## src/hw/asrc_pkg.sv

```systemverilog
// constants for the host-side controller of a 16k x 4 split-io static ram
package asrc_pkg;
  localparam int unsigned ADDR_W       = 14;
  localparam int unsigned DATA_W       = 4;
  localparam int unsigned CLK_PERIOD_NS = 50;
  // least times in ns, rounded up to cycles, at least one
  localparam int unsigned ADDR_TO_END_NS = 17;
  localparam int unsigned DATA_TO_END_NS = 10;
  localparam int unsigned ACCESS_NS      = 20;
  localparam int unsigned WRITE_FLOAT_NS = 6;
  localparam int unsigned ADDR_TO_END_CYC =
    (ADDR_TO_END_NS + CLK_PERIOD_NS - 1) / CLK_PERIOD_NS;
  localparam int unsigned DATA_TO_END_CYC =
    (DATA_TO_END_NS + CLK_PERIOD_NS - 1) / CLK_PERIOD_NS;
  localparam int unsigned ACCESS_CYC =
    (ACCESS_NS + CLK_PERIOD_NS - 1) / CLK_PERIOD_NS;
  localparam int unsigned WRITE_FLOAT_CYC =
    (WRITE_FLOAT_NS + CLK_PERIOD_NS - 1) / CLK_PERIOD_NS;
  // strobe timer load in cycles covers address and data setup, strobe stays low one cycle longer
  localparam int unsigned STROBE_CYC =
    (ADDR_TO_END_CYC > DATA_TO_END_CYC) ? ADDR_TO_END_CYC : DATA_TO_END_CYC;
  localparam logic [3:0] CNT_STROBE = 4'(STROBE_CYC);
  localparam logic [3:0] CNT_ACCESS = 4'(ACCESS_CYC + 1);
  localparam logic [3:0] CNT_ZERO   = 4'h0;
  localparam logic [3:0] CNT_ONE    = 4'h1;
  typedef enum logic [4:0] {
    ASRC_IDLE  = 5'b0_0001,
    ASRC_SETUP = 5'b0_0010,
    ASRC_WSTRB = 5'b0_0100,
    ASRC_RDACC = 5'b0_1000,
    ASRC_DONE  = 5'b1_0000
  } asrc_state_type;
endpackage : asrc_pkg

```

## src/hw/asrc_cnt.sv

```systemverilog
// small down counter used for strobe and access timing
`timescale 1ns/100ps
`default_nettype none
module asrc_cnt (
  input  wire logic       i_sys_clk,
  input  wire logic       i_rst,
  input  wire logic       i_load,
  input  wire logic [3:0] i_value,
  output logic            o_zero
);
  logic [3:0] cnt_q;
  // load wins, otherwise count down to zero
  always_ff @(posedge i_sys_clk) begin
    if (i_rst) begin
      cnt_q <= asrc_pkg::CNT_ZERO;
    end else if (i_load) begin
      cnt_q <= i_value;
    end else if (cnt_q != asrc_pkg::CNT_ZERO) begin
      cnt_q <= cnt_q - asrc_pkg::CNT_ONE;
    end
  end
  assign o_zero = (cnt_q == asrc_pkg::CNT_ZERO);
endmodule : asrc_cnt
`default_nettype wire

```

## src/hw/asrc_host.sv

```systemverilog
// host controller driving a 16k x 4 static ram with separate data pins
`timescale 1ns/100ps
`default_nettype none
// Summary of operation
// - both selects low to address the memory
// - address changes only with strobe high
// - read: strobe high, selects and enable low
// - address stable before write ends
// - write data set up, held after end
module asrc_host (
  input  wire logic                        i_sys_clk,
  input  wire logic                        i_rst,
  input  wire logic                        i_req_valid,
  input  wire logic                        i_req_write,
  input  wire logic [asrc_pkg::ADDR_W-1:0] i_req_addr,
  input  wire logic [asrc_pkg::DATA_W-1:0] i_req_wdata,
  output logic                             o_req_ready,
  output logic                             o_rsp_valid,
  output logic      [asrc_pkg::DATA_W-1:0] o_rsp_rdata,
  output logic      [asrc_pkg::ADDR_W-1:0] o_word_address_lines,
  output logic      [asrc_pkg::DATA_W-1:0] o_write_data_lines,
  input  wire logic [asrc_pkg::DATA_W-1:0] i_read_data_lines,
  output logic                             o_select_first_n,
  output logic                             o_select_second_n,
  output logic                             o_write_n,
  output logic                             o_out_enable_n
);
  asrc_pkg::asrc_state_type state_q, state_d;
  logic [asrc_pkg::ADDR_W-1:0] addr_q;
  logic [asrc_pkg::DATA_W-1:0] wdata_q, rdata_q;
  logic                        is_write_q, rsp_q;
  logic                        sel_q, we_q, oe_q;
  logic                        cnt_load, cnt_zero;
  logic [3:0]                  cnt_value;
  wire take = (state_q == asrc_pkg::ASRC_IDLE) && i_req_valid;
  wire in_setup = (state_q == asrc_pkg::ASRC_SETUP);
  wire in_wstrb = (state_q == asrc_pkg::ASRC_WSTRB);
  wire in_rdacc = (state_q == asrc_pkg::ASRC_RDACC);

  asrc_cnt u_cnt (
    .i_sys_clk (i_sys_clk),
    .i_rst     (i_rst),
    .i_load    (cnt_load),
    .i_value   (cnt_value),
    .o_zero    (cnt_zero)
  );

  // timer loads on entry to strobe and read access phases
  assign cnt_load  = in_setup;
  assign cnt_value = is_write_q ? asrc_pkg::CNT_STROBE : asrc_pkg::CNT_ACCESS;

  // sequence: setup with strobes high, strobe phase, release
  always_comb begin
    state_d = state_q;
    case (state_q)
      asrc_pkg::ASRC_IDLE: begin
        if (i_req_valid) state_d = asrc_pkg::ASRC_SETUP;
      end
      asrc_pkg::ASRC_SETUP: begin
        state_d = is_write_q ? asrc_pkg::ASRC_WSTRB : asrc_pkg::ASRC_RDACC;
      end
      asrc_pkg::ASRC_WSTRB: begin
        if (cnt_zero) state_d = asrc_pkg::ASRC_DONE;
      end
      asrc_pkg::ASRC_RDACC: begin
        if (cnt_zero) state_d = asrc_pkg::ASRC_DONE;
      end
      asrc_pkg::ASRC_DONE: begin
        state_d = asrc_pkg::ASRC_IDLE;
      end
      default: begin
        state_d = asrc_pkg::ASRC_IDLE;
      end
    endcase
  end

  always_ff @(posedge i_sys_clk) begin
    if (i_rst) state_q <= asrc_pkg::ASRC_IDLE;
    else       state_q <= state_d;
  end

  // address latched only while strobes are high
  always_ff @(posedge i_sys_clk) begin
    if (i_rst) begin
      addr_q     <= '0;
      wdata_q    <= '0;
      is_write_q <= 1'b0;
    end else if (take) begin
      addr_q     <= i_req_addr;
      wdata_q    <= i_req_wdata;
      is_write_q <= i_req_write;
    end
  end

  // selects low for the whole access, deselected in idle
  // write strobe falls with selects so outputs stay floated
  always_ff @(posedge i_sys_clk) begin
    if (i_rst) begin
      sel_q <= 1'b0;
      we_q  <= 1'b0;
      oe_q  <= 1'b0;
    end else begin
      sel_q <= (state_d == asrc_pkg::ASRC_WSTRB) || (state_d == asrc_pkg::ASRC_RDACC);
      we_q  <= (state_d == asrc_pkg::ASRC_WSTRB);
      oe_q  <= (state_d == asrc_pkg::ASRC_RDACC);
    end
  end

  // capture read word on the last access cycle
  always_ff @(posedge i_sys_clk) begin
    if (i_rst) begin
      rdata_q <= '0;
      rsp_q   <= 1'b0;
    end else begin
      rsp_q <= in_rdacc && cnt_zero;
      if (in_rdacc && cnt_zero) rdata_q <= i_read_data_lines;
    end
  end

  // address and data held through strobe and until the next request is taken
  assign o_word_address_lines = addr_q;
  assign o_write_data_lines   = wdata_q;
  // strobe and both selects low together only in strobe phase
  assign o_select_first_n     = ~sel_q;
  assign o_select_second_n    = ~sel_q;
  assign o_write_n            = ~we_q;
  assign o_out_enable_n       = ~oe_q;
  assign o_req_ready          = (state_q == asrc_pkg::ASRC_IDLE);
  assign o_rsp_valid          = rsp_q;
  assign o_rsp_rdata          = rdata_q;

  // helper: address of previous cycle
  logic [asrc_pkg::ADDR_W-1:0] addr_prev_q;
  always_ff @(posedge i_sys_clk) begin
    if (i_rst) addr_prev_q <= '0;
    else       addr_prev_q <= o_word_address_lines;
  end
endmodule : asrc_host
`default_nettype wire

```

## config.mk

```make
export PLATFORM = sky130hd
export DESIGN_NAME = asrc_host
export DESIGN_NICKNAME = d
export VERILOG_FILES = /design/src/hw/asrc_pkg.sv /design/src/hw/asrc_cnt.sv /design/src/hw/asrc_host.sv
export SDC_FILE = /design/constraint.sdc
export NUM_CORES = 1
export LEC_CHECK = 0
export ABC_CLOCK_PERIOD_IN_PS = 1900
export BUFFER_PORTS_ARGS = -buffer_cell sky130_fd_sc_hd__buf_2
export CAP_MARGIN = 25
export CORE_UTILIZATION = 50
export DETAILED_ROUTE_END_ITERATION = 12
export GPL_ROUTABILITY_DRIVEN = 1
export GPL_TIMING_DRIVEN = 1
export PLACE_DENSITY_LB_ADDON = 0.15
export RECOVER_POWER = 50
export SLEW_MARGIN = 0
export SYNTH_ARGS = -nofsm -noshare
export SYNTH_HDL_FRONTEND = slang
export SYNTH_SLANG_ARGS = --single-unit
```

## constraint.sdc

```tcl
create_clock -name i_sys_clk -period 1.9 [get_ports i_sys_clk]
set_input_delay 0.19 -clock i_sys_clk [delete_from_list [all_inputs] [get_ports i_sys_clk]]
set_output_delay 0.19 -clock i_sys_clk [all_outputs]
set_load 0.03 [all_outputs]
```

# After elaboration in Yosys (flattened, before gate mapping)

Cells that the tools add are included.

Output and inout port bits: 28
Register bits after elaboration: 36
Bits of input ports: 26

Equality and inequality tests: 6
Bitwise logic cells: 3
Add/subtract/negate cells: 1
Mux-type cells: 7
Reductions and logical operators: 7

Operators by type and width:

| cell                                                                  | count |
|---|---|
| 5-bit case mux with 3 select lines                                    | 1 |
| 4-bit two-way mux                                                     | 3 |
| 5-bit by 3-bit equality test with 1-bit output, second input constant | 2 |
| 5-bit by 4-bit equality test with 1-bit output, second input constant | 2 |
| 5-bit two-way mux                                                     | 2 |
| 5-bit by 1-bit equality test with 1-bit output, second input constant | 1 |
| 5-bit by 2-bit equality test with 1-bit output, second input constant | 1 |
| 4-bit logical NOT                                                     | 1 |
| 4-bit nonzero test                                                    | 1 |
| 4-bit by 1-bit subtractor with 4-bit output, second input constant    | 1 |
| 1-bit inverter                                                        | 3 |
| 1-bit logical AND                                                     | 2 |
| 2-bit two-way mux                                                     | 1 |
| 2-bit nonzero test                                                    | 1 |
| 2-bit OR reduction                                                    | 1 |
| 1-bit logical OR                                                      | 1 |

# Depth between registers and ports, before layout

Word-level depth: 5
Depth in mapped cells: 6
Depth with buffers taken out: 5

# Cells and area by module

Synthesis repeated with hierarchy kept, for this count alone.

Cell total of the unflattened synthesis: 172
Area total of the unflattened synthesis: 1694.1 sq um

By module, submodules not included:

| module    | cells an instance | times used | area an instance (sq um) |
|---|---|---|---|
| asrc_host | 148               | 1          | 1465.2 |
| asrc_cnt  | 24                | 1          | 229.0 |

# Worst setup path after synthesis

Ideal clock, no wire load.

Kind: register to register
Start point: reg u_cnt.cnt_q[0]
End point: reg state_q[4]
Setup slack: 303 ps
Cell stages (with the launch flop): 6
Data arrival time: 1498 ps
Cell sequence: dfxtp_1 > inv_1 > ha_1 > or3b_4 > or2_4 > a2111oi_4

Longest elaborated chain between the ends: 3

RTL lines:

| item                               | line                             | text |
|---|---|---|
| start: declaration                 | asrc_cnt.sv:11                   | `logic [3:0] cnt_q;` |
| start signal: assignment           | asrc_cnt.sv:15                   | `cnt_q <= asrc_pkg::CNT_ZERO;` |
| start signal: assignment           | asrc_cnt.sv:17                   | `cnt_q <= i_value;` |
| start signal: assignment           | asrc_cnt.sv:19                   | `cnt_q <= cnt_q - asrc_pkg::CNT_ONE;` |
| 4-bit logical NOT                  | asrc_cnt.sv:22                   | `assign o_zero = (cnt_q == asrc_pkg::CNT_ZERO);` |
| 5-bit two-way mux                  | asrc_host.sv:63, asrc_host.sv:66 |  |
| 5-bit case mux with 3 select lines | asrc_host.sv:55                  | `case (state_q)` |
| end signal: assignment             | asrc_host.sv:78                  | `if (i_rst) state_q <= asrc_pkg::ASRC_IDLE;` |
| end signal: assignment             | asrc_host.sv:79                  | `else state_q <= state_d;` |
| end: declaration                   | asrc_host.sv:28                  | `asrc_pkg::asrc_state_type state_q, state_d;` |

No other way between the ends.
A chain may end at the register's enable or synchronous reset.

# Worst setup path after layout

Ends and elaborated chain as after synthesis.

==> run_summary.xml <==
<?xml version="1.0" encoding="UTF-8"?>
<metrics>
  <group name="synth">
    <metric name="netlist.top_cell.by_area" unit="">dfxtp_1</metric>
    <metric name="synth_top_area_share" unit="%">42.20</metric>
    <metric name="netlist_instances" unit="">171</metric>
    <metric name="number_of_enable_type_register_cells_in_the_synthesized_netlist" unit="">0</metric>
    <metric name="ys_dominant_reg_cell" unit="">dfxtp_1</metric>
    <metric name="mappedNetlistNets" unit="">199</metric>
    <metric name="ys.warnings.count" unit="">0</metric>
    <metric name="synthesis.area" unit="um^2">1708</metric>
    <metric name="netlist_top_cells_area" unit="">dfxtp_1, nand2b_1, mux2i_1</metric>
    <metric name="avgSynthCellArea" unit="um^2">9.988</metric>
    <metric name="postSynth.asyncResetShare" unit="%">0</metric>
    <metric name="post_synth_num_cell_types" unit="">39</metric>
    <metric name="ys_seq_area_share" unit="%">42.20</metric>
    <metric name="ys_seq_elements" unit="">36</metric>
  </group>
  <group name="clock_tree">
    <metric name="numClockSinks" unit="">36</metric>
    <metric name="cts_hold_buf" unit="">0</metric>
    <metric name="post_cts_resize_count" unit="">0</metric>
    <metric name="cts_tree" unit="">built</metric>
    <metric name="count_of_buffers_added_by_post_cts_timing_repair_for_setup" unit="">0</metric>
    <metric name="worst_setup_hold_path_clk_slew" unit="ns">0.10</metric>
    <metric name="clk_path_buf_depth" unit="">2</metric>
    <metric name="htree_num_levels" unit="">2</metric>
    <metric name="cts_buffers" unit="">5</metric>
    <metric name="worst_skew_pair.late_latency" unit="ns">0.33</metric>
    <metric name="root_buffer" unit="">clkbuf_4</metric>
  </group>
  <group name="floorplanning">
    <metric name="core" unit="um^2">3153</metric>
    <metric name="num_io_pins" unit="">54</metric>
    <metric name="floorplan.initialDensity" unit="%">54.17</metric>
    <metric name="design.die.area" unit="um^2">3654</metric>
    <metric name="die_height" unit="um">60.45</metric>
    <metric name="die_width" unit="um">60.45</metric>
    <metric name="placement_rows" unit="">20</metric>
  </group>
  <group name="worst_setup_path">
    <metric name="crit_path_start_kind" unit="">flip-flop</metric>
    <metric name="cp-end-kind" unit="">flip-flop</metric>
    <metric name="reg2reg_setup_slack" unit="ns">0.18</metric>
    <metric name="path_max_fanout" unit="">5</metric>
    <metric name="rr_worst_depth" unit="">5</metric>
    <metric name="worstSetupPathType" unit="">flip-flop to flip-flop</metric>
    <metric name="worstPathRequired" unit="ns">2.13</metric>
    <metric name="timing.critical_path.arrival" unit="ns">1.95</metric>
  </group>
  <group name="global_routing">
    <metric name="grt_first_pass_wirelength" unit="mm">5.506</metric>
    <metric name="grt_max_degree" unit="">56</metric>
    <metric name="grt_pass1_vias" unit="">1323</metric>
    <metric name="antenna_found_initial" unit="">0</metric>
    <metric name="grt_use_total" unit="%">20.45</metric>
    <metric name="overflow" unit="">0</metric>
  </group>
  <group name="timing">
    <metric name="setup_total_negative_slack" unit="ns">0</metric>
    <metric name="finalSetupViolCount" unit="">0</metric>
    <metric name="tightestPinTransition" unit="ns">0.6958</metric>
    <metric name="drv_slew" unit="">0</metric>
    <metric name="final.setup_skew" unit="ns">0.004739</metric>
    <metric name="timing.final.ws_setup" unit="ns">0.1790</metric>
    <metric name="rsz_0062_raised_after_global_routing" unit="">no</metric>
    <metric name="fmax" unit="MHz">581.1</metric>
    <metric name="worst_slew_margin_rel" unit="%">53.61</metric>
    <metric name="timing_hold_violations_final" unit="">0</metric>
    <metric name="period_minus_slack" unit="ns">1.721</metric>
    <metric name="final_min_period_over_clock_period" unit="%">90.58</metric>
  </group>
  <group name="final_layout">
    <metric name="area_overhead_vs_synth" unit="%">19.41</metric>
    <metric name="area.sequential" unit="um^2">720.7</metric>
    <metric name="multiInputGateArea" unit="um^2">894.6</metric>
    <metric name="num-fill-cells" unit="">301</metric>
    <metric name="finish.net_count" unit="">248</metric>
    <metric name="drive_gt1_share" unit="%">19.46</metric>
    <metric name="diodes" unit="">0</metric>
  </group>
  <group name="min_path">
    <metric name="hold-path-cell-count" unit="">3</metric>
    <metric name="path_class_of_the_lowest_slack_min_delay_path" unit="">input pin to flip-flop</metric>
  </group>
  <group name="power">
    <metric name="comb_power_share" unit="%">27.7</metric>
    <metric name="p_clk_share" unit="%">28.9</metric>
    <metric name="switching_share" unit="%">29.57</metric>
    <metric name="net-switching-power" unit="mW">0.6053</metric>
    <metric name="power-per-cell-area" unit="nW/um^2">1004</metric>
    <metric name="worst_ir_drop_vdd" unit="mV">0.4558</metric>
    <metric name="cellLeakagePower" unit="nW">0.7818</metric>
    <metric name="pwr-share-seq" unit="%">43.4</metric>
    <metric name="internal-power" unit="mW">1.442</metric>
  </group>
  <group name="drt">
    <metric name="via_count" unit="">1322</metric>
    <metric name="via_per_inst" unit="">4.989</metric>
    <metric name="detail_route.drc_violations" unit="">0</metric>
    <metric name="wl" unit="mm">3.278</metric>
    <metric name="detail_route.wl_per_cell" unit="um">12.37</metric>
    <metric name="detail-route-antenna-nets" unit="">0</metric>
    <metric name="drtPass1Iterations" unit="">3</metric>
    <metric name="drt_iter0_drc" unit="">86</metric>
  </group>
  <group name="placement">
    <metric name="dpl.hpwl" unit="mm">2.446</metric>
    <metric name="dp_slack" unit="ns">0.2221</metric>
    <metric name="place_congestion" unit="">0.8212</metric>
    <metric name="io_buffers" unit="">53</metric>
  </group>
  <group name="run_status">
    <metric name="status" unit="">finished, final reports clean</metric>
  </group>
  <group name="job">
    <metric name="max_cap_violations" unit="">0</metric>
  </group>
</metrics>
-- cells in the mapped netlist (2+ instances only) --
cell type and n:
buf_6 2, nor4_1 2, clkbuf_1 6, or3b_4 2, nor3_1 4, ha_1 2, inv_1 6, nor2_1 3
xnor2_1 3, buf_4 2, buf_2 2, nor3b_1 2, nor2b_1 2, or3_1 2, mux2i_1 23, dfxtp_1 36
nand2b_1 48, a211oi_1 3
-- cells in the final DEF, fill, tap and decap left out, drive strengths merged, types with 3 or more instances in the layout --
master	netlist	routed
xnor2	3	3
inv	6	6
a211oi	3	3
nor2	3	3
nor3	6	6
dfxtp	36	36
clkbuf	6	34
mux2i	23	23
nand2b	48	48
buf	6	27
-- critical path, cell delays in order (launching register included) --
cell	delay, ns
dfxtp_1	0.33
inv_1	0.10
ha_1	0.17
or3b_4	0.42
or2_4	0.28
a2111oi_4	0.32
-- registers in the layout, summed over array words and instances (netlist names) --
| signal | count |
|---|---|
| sel_q | 1 |
| o_word_address_lines | 14 |
| we_q | 1 |
| o_rsp_valid | 1 |
| o_write_data_lines | 4 |
| state_q | 5 |
| is_write_q | 1 |
| oe_q | 1 |
| o_rsp_rdata | 4 |
| u_cnt.cnt_q | 4 |
-- metal layers --
metal / GRT usage, % / vias up / share of wire [%]
li1: - / 670 / -
met1: 21.29 / 613 / 42
met2: 37.52 / 37 / 52
met3: 7.249 / 2 / 4.9
met4: 7.792 / 0 / 0.52
met5: 0 / - / 0
-- kinds of logic after synthesis --
group	Yosys count	share of synthesized area, %
adders and majority gates	2	1.465
DFF	36	42.20
and+or+nand+nor	75	28.65
AOI/OAI and AO/OA	13	6.594
muxes	24	14.14
xor gates and xnor gates	3	1.539
buffers and inverters	18	5.421
-- power groups by stage --
stage               Combinational (mW)  Clock (mW)  Sequential [mW]
CTS                              0.581       0.608            0.889
finish                           0.568       0.591            0.889
detailed placement               0.578           0            0.905
floorplan                        0.400           0            0.949
global route                     0.622       0.652            0.897
global placement                 0.548           0            0.898
-- through the flow --
stage	cell area, um^2	total power [mW]	hold WS [ns]	utilization (%)	instances
final	2039	2.047	0.1050	64.68	265
after global routing	2039	2.171	0.08900	64.68	265
after CTS	2073	2.078	0.08784	65.75	265
after detailed placement	1978	1.483	0.4629	62.74	257
after global placement	1978	1.446	0.4516	62.74	257
after floorplan	1708	1.349	0.3453	-	171
-- cell type report --
class                   count  share of cell area (%)
clock inverters             1                   1.472
flip-flops and latches     36                   35.34
multi-input cells         117                   43.86
inverters                   6                   1.104
repair buffers             54                   12.33
clock buffers               7                   3.190
well taps                  44                   2.699
-- path summary, 6_finish.rpt --
| kind | end | start |
|---|---|---|
| max | state_q[4] | u_cnt.cnt_q[0] |
| min reg2reg | o_rsp_rdata[3] | o_rsp_rdata[3] |
| max reg2reg | state_q[4] | u_cnt.cnt_q[0] |
| min | o_word_address_lines[2] | i_req_addr[2] |
No activity file was read; power rests on OpenSTA's default activity.
